--- config.mk ---
export PLATFORM = sky130hd
export DESIGN_NAME = vsource_excitation_regs
export DESIGN_NICKNAME = d
export VERILOG_FILES = /design/src/vsource_excitation_pkg.sv /design/src/axil_reg_port.sv /design/src/excitation_route_decoder.sv /design/src/vsource_excitation_regs.sv
export SDC_FILE = /design/constraint.sdc
export NUM_CORES = 1
export LEC_CHECK = 0
export BUFFER_PORTS_ARGS = -buffer_cell sky130_fd_sc_hd__clkbuf_2
export CELL_PAD_IN_SITES_DETAIL_PLACEMENT = 0
export CELL_PAD_IN_SITES_GLOBAL_PLACEMENT = 1
export CORE_MARGIN = 3
export CORE_UTILIZATION = 37
export DETAILED_ROUTE_END_ITERATION = 7
export GPL_ROUTABILITY_DRIVEN = 0
export PLACE_DENSITY = 0.81
export SYNTH_ARGS = -nofsm -noshare
export SYNTH_HDL_FRONTEND = slang
export SYNTH_SLANG_ARGS = --single-unit
--- constraint.sdc ---
create_clock -name aclk -period 3.4 [get_ports aclk]
set_input_delay 0.17 -clock aclk [delete_from_list [all_inputs] [get_ports aclk]]
set_output_delay 0.17 -clock aclk [all_outputs]
set_load 0.01 [all_outputs]
--- src/vsource_excitation_pkg.sv ---
/*
  Constants, field layouts and decode helpers shared by the reference and
  excitation register slice and its AXI4-Lite port.
  Assumes byte addresses of 8 bits and 32-bit data words.
*/
package vsource_excitation_pkg;

  localparam int ADDR_W = 8;
  localparam int DATA_W = 32;
  localparam int REG_W = 8;

  // Printed register indices; each register occupies one aligned word.
  localparam logic [ADDR_W-1:0] VSOURCE_CTRL_IDX = 8'h05;
  localparam logic [ADDR_W-1:0] EXC_LEVEL_IDX = 8'h06;
  localparam logic [ADDR_W-1:0] EXC_ROUTE_IDX = 8'h07;
  localparam logic [ADDR_W-1:0] VSOURCE_CTRL_ADDR = ADDR_W'(VSOURCE_CTRL_IDX * 4);
  localparam logic [ADDR_W-1:0] EXC_LEVEL_ADDR = ADDR_W'(EXC_LEVEL_IDX * 4);
  localparam logic [ADDR_W-1:0] EXC_ROUTE_ADDR = ADDR_W'(EXC_ROUTE_IDX * 4);
  localparam logic [ADDR_W-1:0] STATUS_ADDR = 8'h40;

  localparam logic [REG_W-1:0] VSOURCE_CTRL_RESET = 8'h10;
  localparam logic [REG_W-1:0] EXC_LEVEL_RESET = 8'h00;
  localparam logic [REG_W-1:0] EXC_ROUTE_RESET = 8'hFF;

  // Field positions.
  localparam int MONITOR_EN_BIT = 6;
  localparam int POS_BYPASS_BIT = 5;
  localparam int NEG_BYPASS_BIT = 4;
  localparam int INPUT_SEL_LSB = 2;
  localparam int INT_CONFIG_LSB = 0;
  localparam int MAGNITUDE_LSB = 0;
  localparam int ROUTE_TWO_LSB = 4;
  localparam int ROUTE_ONE_LSB = 0;

  typedef enum logic [1:0] {SEL_PAIR0, SEL_PAIR1, SEL_INTERNAL, SEL_RESERVED} input_sel_t;
  typedef enum logic [1:0] {INT_OFF, INT_ON_SLEEPS, INT_ALWAYS_ON, INT_RESERVED} int_config_t;

  localparam logic [3:0] ROUTE_LAST_AIN = 4'hB;
  localparam logic [3:0] ROUTE_COMMON = 4'hC;
  localparam logic [3:0] ROUTE_PAIR1_POS = 4'h6;
  localparam logic [3:0] ROUTE_PAIR1_NEG = 4'h7;
  localparam logic [3:0] ROUTE_LAST_SMALL_AIN = 4'h5;

  localparam logic [1:0] RESP_OKAY = 2'h0;
  localparam logic [1:0] RESP_SLVERR = 2'h2;

  // Magnitude code to microamperes; codes beyond the table mean off.
  function automatic logic [11:0] magnitude_to_ua(input logic [3:0] code);
    logic [11:0] ua;
    ua = 12'h000;
    unique case (code)
      4'h1: ua = 12'd10;
      4'h2: ua = 12'd50;
      4'h3: ua = 12'd100;
      4'h4: ua = 12'd250;
      4'h5: ua = 12'd500;
      4'h6: ua = 12'd750;
      4'h7: ua = 12'd1000;
      4'h8: ua = 12'd1500;
      4'h9: ua = 12'd2000;
      default: ua = 12'h000;
    endcase
    return ua;
  endfunction : magnitude_to_ua

endpackage : vsource_excitation_pkg

--- src/axil_reg_port.sv ---
/*
  AXI4-Lite slave front end: takes write address and data in either order,
  hands one write or read strobe to the register file and returns its answer.
  Assumes the register file decodes hits combinationally in the same cycle.
*/
`timescale 1ns/1ps
module axil_reg_port
  import vsource_excitation_pkg::*;
(
  input wire logic aclk,
  input wire logic aresetn,
  input wire logic [vsource_excitation_pkg::ADDR_W-1:0] s_axil_awaddr,
  input wire logic s_axil_awvalid,
  output logic s_axil_awready,
  input wire logic [vsource_excitation_pkg::DATA_W-1:0] s_axil_wdata,
  input wire logic [3:0] s_axil_wstrb,
  input wire logic s_axil_wvalid,
  output logic s_axil_wready,
  output logic [1:0] s_axil_bresp,
  output logic s_axil_bvalid,
  input wire logic s_axil_bready,
  input wire logic [vsource_excitation_pkg::ADDR_W-1:0] s_axil_araddr,
  input wire logic s_axil_arvalid,
  output logic s_axil_arready,
  output logic [vsource_excitation_pkg::DATA_W-1:0] s_axil_rdata,
  output logic [1:0] s_axil_rresp,
  output logic s_axil_rvalid,
  input wire logic s_axil_rready,
  output logic wr_en,
  output logic [vsource_excitation_pkg::ADDR_W-1:0] wr_addr,
  output logic [vsource_excitation_pkg::DATA_W-1:0] wr_data,
  output logic [3:0] wr_strb,
  input wire logic wr_hit,
  output logic rd_en,
  output logic [vsource_excitation_pkg::ADDR_W-1:0] rd_addr,
  input wire logic [vsource_excitation_pkg::DATA_W-1:0] rd_data,
  input wire logic rd_hit
);
  logic aw_held_q, w_held_q, aw_take, w_take, aw_have, w_have;
  logic [ADDR_W-1:0] awaddr_q;
  logic [DATA_W-1:0] wdata_q;
  logic [3:0] wstrb_q;

  // Holding off both channels while a response waits keeps one write in flight.
  assign s_axil_awready = !aw_held_q && !s_axil_bvalid;
  assign s_axil_wready = !w_held_q && !s_axil_bvalid;
  assign aw_take = s_axil_awvalid && s_axil_awready;
  assign w_take = s_axil_wvalid && s_axil_wready;
  assign aw_have = aw_held_q || aw_take;
  assign w_have = w_held_q || w_take;
  assign wr_en = aw_have && w_have;
  assign wr_addr = aw_held_q ? awaddr_q : s_axil_awaddr;
  assign wr_data = w_held_q ? wdata_q : s_axil_wdata;
  assign wr_strb = w_held_q ? wstrb_q : s_axil_wstrb;

  always_ff @(posedge aclk) begin
    if (!aresetn) begin
      aw_held_q <= 1'b0;
      w_held_q <= 1'b0;
      awaddr_q <= '0;
      wdata_q <= '0;
      wstrb_q <= '0;
    end else begin
      aw_held_q <= aw_have && !wr_en;
      w_held_q <= w_have && !wr_en;
      if (aw_take) begin
        awaddr_q <= s_axil_awaddr;
      end
      if (w_take) begin
        wdata_q <= s_axil_wdata;
        wstrb_q <= s_axil_wstrb;
      end
    end
  end

  always_ff @(posedge aclk) begin
    if (!aresetn) begin
      s_axil_bvalid <= 1'b0;
      s_axil_bresp <= RESP_OKAY;
    end else if (wr_en) begin
      s_axil_bvalid <= 1'b1;
      s_axil_bresp <= wr_hit ? RESP_OKAY : RESP_SLVERR;
    end else if (s_axil_bready) begin
      s_axil_bvalid <= 1'b0;
    end
  end

  assign s_axil_arready = !s_axil_rvalid;
  assign rd_en = s_axil_arvalid && s_axil_arready;
  assign rd_addr = s_axil_araddr;

  always_ff @(posedge aclk) begin
    if (!aresetn) begin
      s_axil_rvalid <= 1'b0;
      s_axil_rdata <= '0;
      s_axil_rresp <= RESP_OKAY;
    end else if (rd_en) begin
      s_axil_rvalid <= 1'b1;
      s_axil_rdata <= rd_hit ? rd_data : '0;
      s_axil_rresp <= rd_hit ? RESP_OKAY : RESP_SLVERR;
    end else if (s_axil_rready) begin
      s_axil_rvalid <= 1'b0;
    end
  end

endmodule : axil_reg_port

--- src/excitation_route_decoder.sv ---
/*
  Turns one current source's routing code into registered switch enables.
  Assumes the code comes from a register on the same clock.
*/
`timescale 1ns/1ps
module excitation_route_decoder #(
  parameter bit SIX_INPUT_VARIANT = 1'b0
) (
  input wire logic aclk,
  input wire logic aresetn,
  input wire logic [3:0] route_code,
  output logic [11:0] ain_switch,
  output logic common_switch,
  output logic pair1_pos_switch,
  output logic pair1_neg_switch,
  output logic connected
);
  import vsource_excitation_pkg::*;

  logic [11:0] ain_d;
  logic common_d, pos_d, neg_d;

  always_comb begin
    ain_d = 12'h000;
    common_d = 1'b0;
    pos_d = 1'b0;
    neg_d = 1'b0;
    if (SIX_INPUT_VARIANT && route_code == ROUTE_PAIR1_POS) begin
      pos_d = 1'b1; // [RULE12]
    end else if (SIX_INPUT_VARIANT && route_code == ROUTE_PAIR1_NEG) begin
      neg_d = 1'b1; // [RULE12]
    end else if (SIX_INPUT_VARIANT && route_code > ROUTE_LAST_SMALL_AIN && route_code <= ROUTE_LAST_AIN) begin
      // Inputs beyond the small package have no pin; the source stays open.
      ain_d = 12'h000; // [RULE12]
    end else if (route_code <= ROUTE_LAST_AIN) begin
      ain_d[route_code] = 1'b1; // [RULE10] [RULE11]
    end else if (route_code == ROUTE_COMMON) begin
      common_d = 1'b1; // [RULE10] [RULE11]
    end
  end

  always_ff @(posedge aclk) begin
    if (!aresetn) begin
      ain_switch <= 12'h000;
      common_switch <= 1'b0;
      pair1_pos_switch <= 1'b0;
      pair1_neg_switch <= 1'b0;
      connected <= 1'b0;
    end else begin
      ain_switch <= ain_d;
      common_switch <= common_d;
      pair1_pos_switch <= pos_d;
      pair1_neg_switch <= neg_d;
      connected <= (|ain_d) || common_d || pos_d || neg_d;
    end
  end

endmodule : excitation_route_decoder

--- src/vsource_excitation_regs.sv ---
/*
  Reference control, excitation magnitude and excitation routing registers of
  a delta-sigma converter, reached over AXI4-Lite, with the decoded analog
  enables and switch controls they drive.
  Assumes one clock, a synchronous active-low reset and a power-down level
  from the converter's own sequencer on the same clock.

  // Contract
  // RULE1 - Bit 6 of reference control enables the external reference monitor; reset leaves it off.
  // RULE2 - Bit 5 of reference control bypasses the positive reference buffer when set; reset leaves it active.
  // RULE3 - Bit 4 of reference control resets to one, bypassing the negative buffer; writing zero enables it.
  // RULE4 - Bits 3:2 select reference pair zero, pair one or the internal reference, with code 11 reserved.
  // RULE5 - Bits 1:0 set the internal reference off, on but sleeping in power-down, or always on; 11 reserved.
  // RULE6 - Software should bypass both reference buffers whenever the internal reference is selected.
  // RULE7 - Software must turn the internal reference on before programming a nonzero excitation magnitude.
  // RULE8 - One four-bit magnitude field sets both current sources to the same value.
  // RULE9 - Magnitude codes 1 to 9 give 10 to 2000 microamperes; zero and codes 10 to 15 are off.
  // RULE10 - Bits 7:4 of routing connect source two to inputs 0 to 11, the common input, or nothing.
  // RULE11 - Bits 3:0 of routing connect source one the same way and reset to the disconnected code.
  // RULE12 - On the six-input part, codes 6 and 7 reach reference pair one, and inputs 8 to 11 do not exist.
  // RULE13 - Every register keeps all written bits, reserved ones too, and reads them back.
*/
`timescale 1ns/1ps
module vsource_excitation_regs #(
  parameter bit SIX_INPUT_VARIANT = 1'b0
) (
  input wire logic aclk,
  input wire logic aresetn,
  input wire logic [vsource_excitation_pkg::ADDR_W-1:0] s_axil_awaddr,
  input wire logic s_axil_awvalid,
  output logic s_axil_awready,
  input wire logic [vsource_excitation_pkg::DATA_W-1:0] s_axil_wdata,
  input wire logic [3:0] s_axil_wstrb,
  input wire logic s_axil_wvalid,
  output logic s_axil_wready,
  output logic [1:0] s_axil_bresp,
  output logic s_axil_bvalid,
  input wire logic s_axil_bready,
  input wire logic [vsource_excitation_pkg::ADDR_W-1:0] s_axil_araddr,
  input wire logic s_axil_arvalid,
  output logic s_axil_arready,
  output logic [vsource_excitation_pkg::DATA_W-1:0] s_axil_rdata,
  output logic [1:0] s_axil_rresp,
  output logic s_axil_rvalid,
  input wire logic s_axil_rready,
  input wire logic power_down_mode,
  output logic ext_vsource_monitor_en,
  output logic pos_vsource_buffer_bypass,
  output logic neg_vsource_buffer_bypass,
  output logic [1:0] vsource_input_select,
  output logic [1:0] internal_vsource_config,
  output logic vsource_pair0_sel,
  output logic vsource_pair1_sel,
  output logic internal_vsource_sel,
  output logic internal_vsource_on,
  output logic [3:0] excitation_magnitude,
  output logic [11:0] excitation_current_ua,
  output logic current_source_one_en,
  output logic current_source_two_en,
  output logic [3:0] source_one_route,
  output logic [3:0] source_two_route,
  output logic [11:0] source_one_ain_switch,
  output logic source_one_common_switch,
  output logic source_one_pair1_pos_switch,
  output logic source_one_pair1_neg_switch,
  output logic [11:0] source_two_ain_switch,
  output logic source_two_common_switch,
  output logic source_two_pair1_pos_switch,
  output logic source_two_pair1_neg_switch
);
  import vsource_excitation_pkg::*;

  logic wr_en, wr_hit, rd_en, rd_hit;
  logic [ADDR_W-1:0] wr_addr, rd_addr;
  logic [DATA_W-1:0] wr_data, rd_data;
  logic [3:0] wr_strb;

  logic [REG_W-1:0] vsource_select_control_q;
  logic [REG_W-1:0] excitation_level_q;
  logic [REG_W-1:0] excitation_routing_q;
  logic [REG_W-1:0] status_d;

  input_sel_t sel_field;
  int_config_t config_field;
  logic [3:0] magnitude_field;
  logic [11:0] current_ua_d;
  logic one_connected, two_connected;
  logic ref_on_d, exc_active_d;

  axil_reg_port u_port (
    .aclk(aclk),
    .aresetn(aresetn),
    .s_axil_awaddr(s_axil_awaddr),
    .s_axil_awvalid(s_axil_awvalid),
    .s_axil_awready(s_axil_awready),
    .s_axil_wdata(s_axil_wdata),
    .s_axil_wstrb(s_axil_wstrb),
    .s_axil_wvalid(s_axil_wvalid),
    .s_axil_wready(s_axil_wready),
    .s_axil_bresp(s_axil_bresp),
    .s_axil_bvalid(s_axil_bvalid),
    .s_axil_bready(s_axil_bready),
    .s_axil_araddr(s_axil_araddr),
    .s_axil_arvalid(s_axil_arvalid),
    .s_axil_arready(s_axil_arready),
    .s_axil_rdata(s_axil_rdata),
    .s_axil_rresp(s_axil_rresp),
    .s_axil_rvalid(s_axil_rvalid),
    .s_axil_rready(s_axil_rready),
    .wr_en(wr_en),
    .wr_addr(wr_addr),
    .wr_data(wr_data),
    .wr_strb(wr_strb),
    .wr_hit(wr_hit),
    .rd_en(rd_en),
    .rd_addr(rd_addr),
    .rd_data(rd_data),
    .rd_hit(rd_hit)
  );

  // Only the three writable words accept writes; the status word answers an error.
  assign wr_hit = (wr_addr == VSOURCE_CTRL_ADDR) || (wr_addr == EXC_LEVEL_ADDR) ||
                  (wr_addr == EXC_ROUTE_ADDR);
  assign rd_hit = wr_hit_for_read(rd_addr);

  function automatic logic wr_hit_for_read(input logic [ADDR_W-1:0] addr);
    return (addr == VSOURCE_CTRL_ADDR) || (addr == EXC_LEVEL_ADDR) ||
           (addr == EXC_ROUTE_ADDR) || (addr == STATUS_ADDR);
  endfunction : wr_hit_for_read

  // The registers are eight bits wide, so only the lowest byte lane carries them.
  // A write whose low strobe is clear is acknowledged but changes nothing.
  always_ff @(posedge aclk) begin
    if (!aresetn) begin
      vsource_select_control_q <= VSOURCE_CTRL_RESET; // [RULE1] [RULE2] [RULE3] [RULE4] [RULE5]
    end else if (wr_en && wr_strb[0] && wr_addr == VSOURCE_CTRL_ADDR) begin
      vsource_select_control_q <= wr_data[REG_W-1:0]; // [RULE13]
    end
  end

  always_ff @(posedge aclk) begin
    if (!aresetn) begin
      excitation_level_q <= EXC_LEVEL_RESET; // [RULE9]
    end else if (wr_en && wr_strb[0] && wr_addr == EXC_LEVEL_ADDR) begin
      excitation_level_q <= wr_data[REG_W-1:0]; // [RULE13]
    end
  end

  always_ff @(posedge aclk) begin
    if (!aresetn) begin
      excitation_routing_q <= EXC_ROUTE_RESET; // [RULE10] [RULE11]
    end else if (wr_en && wr_strb[0] && wr_addr == EXC_ROUTE_ADDR) begin
      excitation_routing_q <= wr_data[REG_W-1:0]; // [RULE13]
    end
  end

  always_comb begin
    rd_data = '0;
    unique case (rd_addr)
      VSOURCE_CTRL_ADDR: rd_data[REG_W-1:0] = vsource_select_control_q; // [RULE13]
      EXC_LEVEL_ADDR: rd_data[REG_W-1:0] = excitation_level_q; // [RULE13]
      EXC_ROUTE_ADDR: rd_data[REG_W-1:0] = excitation_routing_q; // [RULE13]
      STATUS_ADDR: rd_data[REG_W-1:0] = status_d;
      default: rd_data = '0;
    endcase
  end

  assign sel_field = input_sel_t'(vsource_select_control_q[INPUT_SEL_LSB +: 2]);
  assign config_field = int_config_t'(vsource_select_control_q[INT_CONFIG_LSB +: 2]);
  assign magnitude_field = excitation_level_q[MAGNITUDE_LSB +: 4];

  // The reserved configuration code is treated as off so that an illegal value
  // never powers the internal reference unexpectedly.
  always_comb begin
    ref_on_d = 1'b0;
    unique case (config_field)
      INT_OFF: ref_on_d = 1'b0; // [RULE5]
      INT_ON_SLEEPS: ref_on_d = !power_down_mode; // [RULE5]
      INT_ALWAYS_ON: ref_on_d = 1'b1; // [RULE5]
      INT_RESERVED: ref_on_d = 1'b0; // [RULE5]
    endcase
  end

  assign current_ua_d = magnitude_to_ua(magnitude_field); // [RULE9]
  assign exc_active_d = current_ua_d != 12'h000;

  always_ff @(posedge aclk) begin
    if (!aresetn) begin
      ext_vsource_monitor_en <= 1'b0;
      pos_vsource_buffer_bypass <= 1'b0;
      neg_vsource_buffer_bypass <= 1'b1;
    end else begin
      ext_vsource_monitor_en <= vsource_select_control_q[MONITOR_EN_BIT]; // [RULE1]
      pos_vsource_buffer_bypass <= vsource_select_control_q[POS_BYPASS_BIT]; // [RULE2]
      neg_vsource_buffer_bypass <= vsource_select_control_q[NEG_BYPASS_BIT]; // [RULE3]
    end
  end

  // The reserved selection code leaves every reference path open.
  always_ff @(posedge aclk) begin
    if (!aresetn) begin
      vsource_input_select <= 2'h0;
      vsource_pair0_sel <= 1'b1;
      vsource_pair1_sel <= 1'b0;
      internal_vsource_sel <= 1'b0;
    end else begin
      vsource_input_select <= sel_field;
      vsource_pair0_sel <= sel_field == SEL_PAIR0; // [RULE4]
      vsource_pair1_sel <= sel_field == SEL_PAIR1; // [RULE4]
      internal_vsource_sel <= sel_field == SEL_INTERNAL; // [RULE4]
    end
  end

  always_ff @(posedge aclk) begin
    if (!aresetn) begin
      internal_vsource_config <= 2'h0;
      internal_vsource_on <= 1'b0;
    end else begin
      internal_vsource_config <= config_field;
      internal_vsource_on <= ref_on_d; // [RULE5]
    end
  end

  // Both sources share one magnitude, which keeps them matched for ratiometric use.
  always_ff @(posedge aclk) begin
    if (!aresetn) begin
      excitation_magnitude <= 4'h0;
      excitation_current_ua <= 12'h000;
    end else begin
      excitation_magnitude <= magnitude_field; // [RULE8]
      excitation_current_ua <= current_ua_d; // [RULE8] [RULE9]
    end
  end

  // Sources are enabled from the registered switch state, so an enable never
  // rises before its route switch has closed.
  always_ff @(posedge aclk) begin
    if (!aresetn) begin
      current_source_one_en <= 1'b0;
      current_source_two_en <= 1'b0;
    end else begin
      current_source_one_en <= exc_active_d && one_connected; // [RULE8]
      current_source_two_en <= exc_active_d && two_connected; // [RULE8]
    end
  end

  always_ff @(posedge aclk) begin
    if (!aresetn) begin
      source_one_route <= 4'hF;
      source_two_route <= 4'hF;
    end else begin
      source_one_route <= excitation_routing_q[ROUTE_ONE_LSB +: 4]; // [RULE11]
      source_two_route <= excitation_routing_q[ROUTE_TWO_LSB +: 4]; // [RULE10]
    end
  end

  excitation_route_decoder #(
    .SIX_INPUT_VARIANT(SIX_INPUT_VARIANT)
  ) u_route_one (
    .aclk(aclk),
    .aresetn(aresetn),
    .route_code(excitation_routing_q[ROUTE_ONE_LSB +: 4]),
    .ain_switch(source_one_ain_switch),
    .common_switch(source_one_common_switch),
    .pair1_pos_switch(source_one_pair1_pos_switch),
    .pair1_neg_switch(source_one_pair1_neg_switch),
    .connected(one_connected)
  );

  excitation_route_decoder #(
    .SIX_INPUT_VARIANT(SIX_INPUT_VARIANT)
  ) u_route_two (
    .aclk(aclk),
    .aresetn(aresetn),
    .route_code(excitation_routing_q[ROUTE_TWO_LSB +: 4]),
    .ain_switch(source_two_ain_switch),
    .common_switch(source_two_common_switch),
    .pair1_pos_switch(source_two_pair1_pos_switch),
    .pair1_neg_switch(source_two_pair1_neg_switch),
    .connected(two_connected)
  );

  // Live status: software sequencing slips are reported, not corrected, since
  // the hardware must still follow whatever was written.
  always_comb begin
    status_d = 8'h00;
    status_d[0] = internal_vsource_on;
    status_d[1] = current_source_one_en;
    status_d[2] = current_source_two_en;
    status_d[3] = exc_active_d && !ref_on_d; // [RULE7]
    status_d[4] = (sel_field == SEL_INTERNAL) && !(vsource_select_control_q[POS_BYPASS_BIT] &&
                  vsource_select_control_q[NEG_BYPASS_BIT]); // [RULE6]
    status_d[5] = (sel_field == SEL_RESERVED) || (config_field == INT_RESERVED);
    status_d[6] = one_connected && two_connected &&
                  (excitation_routing_q[ROUTE_ONE_LSB +: 4] == excitation_routing_q[ROUTE_TWO_LSB +: 4]);
  end

endmodule : vsource_excitation_regs

==> impl_metrics.json, run 1 <==
{
  "status": "completed",
  "cp.arrival_ps": 3160,
  "hold_violations": 0,
  "die_h_um": 123,
  "crit_chain": "or3b_4, a221oi_4, nand4_4, mux2i_4, nor2_2, inv_1, ha_1, nor2_1, a211oi_2",
  "fin_skew_ps": 12.7,
  "synth_edf_count": 0,
  "via_per_inst": 4.72,
  "grt_setup_unrepaired": "false",
  "tritoncts": "built",
  "grt_pass1_wl_um": 18200,
  "cts-hold-fix-buffers": 6,
  "clock.fmax_mhz": 346,
  "grt_overflow": 0,
  "yosys_warnings": 0,
  "drt_iter0_drc": 273,
  "netlist_area_um2": 5030,
  "grt_pass1_vias": 3729,
  "cap_violations": 0,
  "vdd_drop_max_mv": 0.411,
  "dpl.cell_count": 778,
  "totalPowerFinal_mw": 3.65,
  "post-place-ws_ps": 535,
  "globalRouteTotalUtil_pct": 15.5,
  "rr_worst_depth": 9,
  "die_x_um": 123,
  "antenna_found_initial": 0,
  "core_area_um2": 12900,
  "htree_num_levels": 4,
  "ant_nets": 0,
  "ys_seq_area_share_pct": 51.0,
  "period_needed_ps": 2890,
  "root_buffer": "clkbuf_16",
  "critPathLaunchType": "flip-flop",
  "maxSlewViolCount": 0,
  "final.setup.tns_ps": 0,
  "min_period_over_period_pct": 85.1,
  "vias": 3849,
  "initial_core_util_pct": 38.9,
  "postSynthCellCount": 520,
  "synth_cell_types": 59,
  "ys_top_cells_by_count": "dfxtp_1 (128), nor2_1 (67), nand2_1 (52)",
  "avgSynthCellArea_um2": 9.67,
  "post_cts_resized": 0,
  "postCtsSetupRepairBufs": 0,
  "slew_headroom_pct": 40.2,
  "p_leak_nw": 2.74,
  "routedWlPerCell_um": 14.0,
  "critical_path.top_delay_family": "simple AND/OR/NAND/NOR gates",
  "ys.flop_type": "dfxtp_1",
  "die-area_um2": 15000,
  "yosysTopAreaCell": "dfxtp_1",
  "drc_errors": 0,
  "rows": 41,
  "grt_max_degree": 49,
  "crit_buf_inv": 1,
  "path_depth": 9,
  "post-synth-top-count-cell": "dfxtp_1",
  "clock-sinks": 128,
  "drive_gt1_share_pct": 27.0,
  "power_per_cell_area_nw_per_um2": 581,
  "tightest_slew_ps": 891,
  "fillers": 1257,
  "io_pins": 168,
  "register_area_um2": 2560,
  "routed_wl_um": 11400,
  "clkTransAtPathRegs_ps": 60,
  "io_buffer_count": 108,
  "multi_input_area_um2": 2190,
  "insertion_delay_ps": 410,
  "synth_top_area_share_pct": 51.0,
  "synthToLayoutAreaGrowth_pct": 25.0,
  "max-clock-path-buffers": 2,
  "r2r_setup_slack_ps": 510,
  "final_util_pct": 48.6,
  "yosys-top-cells-area": "dfxtp_1 (51%), mux2i_1 (6.8%), buf_4 (5.1%)",
  "finalWorstSetupSlack_ps": 508,
  "slowest_delay_ps": 450,
  "whs_path_depth": 3,
  "postSynth.asyncResetShare_pct": 0,
  "first_pass_iters": 7,
  "final-instance-count-excl-fill": 816,
  "diodes": 0,
  "cts_made_buffers": 17,
  "cp_data_required_time_ps": 3670,
  "worstHoldPathType": "in2reg",
  "endpoint_kind": "flip-flop",
  "crit_type": "reg2reg",
  "finalSetupViolCount": 0,
  "crit_slowest_cell": "dfxtp_1",
  "ys_ff_latch": 128,
  "layout.nets": 696,
  "dp_hpwl_um": 8280,
  "crit_fanout": 16
}
## registers in the layout, summed over array words and instances (netlist names), 10 cells and up
| register | flops |
|---|---|
| excitation_current_ua | 10 |
| current_ua_d | 10 |
| u_route_one.ain_switch | 12 |
| u_route_two.ain_switch | 12 |
## layout by cell type, fill, tap and decap left out, types with 6 or more instances in the layout
master / count
nor2_1: 67
nor4_1: 6
conb_1: 32
o21ai_0: 6
a21oi_1: 22
clkbuf_2: 108
nand2b_1: 13
dlygate4sd3_1: 6
nand2_1: 52
mux2_2: 9
or2_2: 6
clkbuf_16: 17
inv_1: 12
mux2i_1: 34
and2_1: 20
nor3_1: 9
dfxtp_1: 128
a21o_1: 6
## path summary, 6_finish.rpt
path                               start                endpoint
setup / recovery        u_port.aw_held_q         current_ua_d[1]
hold / removal           s_axil_wdata[5]       u_port.wdata_q[5]
setup reg to reg        u_port.aw_held_q         current_ua_d[1]
hold reg to reg   u_port.s_axil_rdata[5]  u_port.s_axil_rdata[5]
## routing by layer
layer / GRT usage [%] / wire [um] / part of all wire [%]
met5: 0 / 0 / 0
met3: 3.82 / 838 / 7.3
met1: 19.6 / 4980 / 44
met2: 25.4 / 5430 / 48
met4: 6.44 / 172 / 1.5
## kinds of logic (layout without fill, tap and decap cells)
kind of cell    count (synthesis)  count (layout)  share of synthesized area [%]
flops                         128             128                           51.0
fa+ha+maj                       5               5                           1.24
other cells                     1              32                         0.0746
mux                            46              46                           9.98
buf+inv                        71             164                           8.04
compound gates                 65              65                           9.28
simple gates                  200             200                           19.7
xor+xnor                        4               4                          0.697
## tightest hold or removal path: cells and delay by family
family | cells | cell delay, ps
buffers and inverters | 1 | 90
AO/OA/AOI/OAI | 1 | 50
AND/OR/NAND/NOR | 1 | 50
## final cells by class
cell class / count / share of cell area, %
tap: 172 / 3.42
inverter: 13 / 0.776
multi-input combinational: 352 / 34.9
sequential: 128 / 40.8
clock inverter: 11 / 2.55
clock buffer: 21 / 7.48
timing repair buffer: 119 / 10.2
## stage by stage
step                cell area (um^2)  hold WS, ps
floorplan                       5140          257
global placement                5600          358
detailed placement              5600          364
CTS                             6290         1.43
global route                    6290         22.8
finish                          6290         9.73
## where the power goes
part / internal (mW) / switching [mW]
sequential: 1.53 / 0.0210
combinational: 0.0774 / 0.126
clock: 1.28 / 0.625
Note: power is estimated with default switching activity, not from simulation.
==> run 2: changes to the inputs <==
--- a/config.mk
+++ b/config.mk
@@ -6,13 +6,13 @@
 export NUM_CORES = 1
 export LEC_CHECK = 0
 export BUFFER_PORTS_ARGS = -buffer_cell sky130_fd_sc_hd__clkbuf_2
-export CELL_PAD_IN_SITES_DETAIL_PLACEMENT = 0
-export CELL_PAD_IN_SITES_GLOBAL_PLACEMENT = 1
+export CELL_PAD_IN_SITES_DETAIL_PLACEMENT = 2
+export CELL_PAD_IN_SITES_GLOBAL_PLACEMENT = 2
 export CORE_MARGIN = 3
-export CORE_UTILIZATION = 37
+export CORE_UTILIZATION = 30
 export DETAILED_ROUTE_END_ITERATION = 7
 export GPL_ROUTABILITY_DRIVEN = 0
-export PLACE_DENSITY = 0.81
+export PLACE_DENSITY = 0.82
 export SYNTH_ARGS = -nofsm -noshare
 export SYNTH_HDL_FRONTEND = slang
 export SYNTH_SLANG_ARGS = --single-unit
==> impl_metrics.json, run 2 (synthesized netlist as in run 1, its figures left out) <==
{
  "grt_overflow": 0,
  "synthToLayoutAreaGrowth_pct": 26.5,
  "grt_pass1_wl_um": 24400,
  "diodes": 0,
  "post-place-ws_ps": 704,
  "cts_made_buffers": 17,
  "p_leak_nw": 2.76,
  "routedWlPerCell_um": 18.1,
  "vdd_drop_max_mv": 0.377,
  "initial_core_util_pct": 31.2,
  "vias": 4022,
  "cap_violations": 0,
  "insertion_delay_ps": 420,
  "grt_pass1_vias": 4439,
  "clock.fmax_mhz": 367,
  "cp_data_required_time_ps": 3690,
  "power_per_cell_area_nw_per_um2": 591,
  "period_needed_ps": 2720,
  "grt_setup_unrepaired": "false",
  "drc_errors": 0,
  "cp.arrival_ps": 3010,
  "die-area_um2": 18400,
  "ant_nets": 0,
  "r2r-end": "current_ua_d[1]",
  "io_pins": 168,
  "rows": 46,
  "htree_num_levels": 4,
  "critPathLaunchType": "flip-flop",
  "clkTransAtPathRegs_ps": 50,
  "final_common_cell": "dfxtp_1",
  "routed_wl_um": 15600,
  "drt_iter0_drc": 183,
  "reg_top3": "u_route_one.ain_switch (12), u_route_two.ain_switch (12)",
  "final-instance-count-excl-fill": 860,
  "totalPowerFinal_mw": 3.76,
  "r2r-start": "u_port.aw_held_q",
  "grt_max_degree": 42,
  "register_area_um2": 2560,
  "finalSetupViolCount": 0,
  "via_per_inst": 4.68,
  "layout.nets": 696,
  "clock-sinks": 128,
  "fin_skew_ps": 5.29,
  "first_pass_iters": 6,
  "worstHoldPathType": "in2reg",
  "r2r_setup_slack_ps": 680,
  "multi_input_area_um2": 2190,
  "io_buffer_count": 108,
  "endpoint_kind": "flip-flop",
  "max-clock-path-buffers": 2,
  "root_buffer": "clkbuf_16",
  "slew_headroom_pct": 41.5,
  "tritoncts": "built",
  "die_x_um": 135,
  "globalRouteTotalUtil_pct": 17.3,
  "min_to": "u_port.wstrb_q[0]",
  "whs_path_depth": 3,
  "antenna_found_initial": 0,
  "post_cts_resized": 0,
  "drive_gt1_share_pct": 27.2,
  "rr_worst_depth": 9,
  "min-delay-start": "s_axil_wstrb[0]",
  "tightest_slew_ps": 870,
  "most-common-layout-cells": "dfxtp_1 (128), clkbuf_2 (108), nor2_1 (67)",
  "core_area_um2": 16100,
  "dpl.cell_count": 823,
  "crit_fanout": 16,
  "crit_type": "reg2reg",
  "maxSlewViolCount": 0,
  "dp_hpwl_um": 10900,
  "crit_start": "u_port.aw_held_q",
  "hold_violations": 0,
  "final.setup.tns_ps": 0,
  "finalWorstSetupSlack_ps": 678,
  "status": "completed",
  "fillers": 1750,
  "min_period_over_period_pct": 80.0,
  "die_h_um": 135
}
-- run 2: cell count changes in the layout (fill, tap and decap cells not counted), sizes merged --
| cell | previous run | this run |
|---|---|---|
| clkinv | 5 | 6 |
| buf | 5 | 6 |
| bufinv | 4 | 5 |
| dlygate4sd3 | 6 | 5 |
| clkinvlp | 2 | 0 |
-- run 2: area by class of cell --
cell class	count	area share, %
inverters	13	0.767
repair buffers	119	9.99
multi-input cells	352	34.4
flip-flops and latches	128	40.3
clock inverters	11	2.89
clock buffers	21	7.39
well taps	216	4.25
-- run 2: worst max path at each step --
stage | end
finish | current_ua_d[1]
global route | current_ua_d[1]
CTS | current_ua_d[1]
detailed placement | current_ua_d[1]
global placement | current_ua_d[1]
floorplan | current_ua_d[1]
-- run 2: per-layer routing --
layer,vias up,global-route usage [%],routed length [um]
li1,1905,-,-
met1,1978,20.0,6490
met2,120,31.2,8140
met3,19,3.86,683
met4,0,6.38,237
met5,-,0,0
-- run 2: repair_timing --
action	in CTS	in global routing
endpoints found under the setup margin	0	0
setup buffers	0	0
hold endpoints to repair	5	0
hold buffers	5	0
-- run 2: where the power goes --
part           internal (mW)  switching [mW]  total [mW]  leakage (nW)
logic                 0.0768           0.139       0.216          1.40
registers               1.53          0.0221        1.55          1.04
clock network           1.35           0.646        2.00         0.327
-- run 2: metrics by stage --
stage | hold WS, ps | util (%) | instance area, um^2
after global routing | 4.81 | 39.5 | 6360
after CTS | 1.48 | 39.5 | 6360
after floorplan | 257 | - | 5140
after detailed placement | 369 | 35.1 | 5660
final | 13.5 | 39.5 | 6360
after global placement | 361 | 35.1 | 5660
-- run 2: worst max-delay path, cell delays in order, from the launching register on --
cell      delay [ps]
dfxtp_1          470
or3b_4           470
a221oi_4         350
nand4_4          180
mux2i_4          240
nor2_2           240
inv_1            130
ha_1             310
nor2_1           140
a211oi_2          50
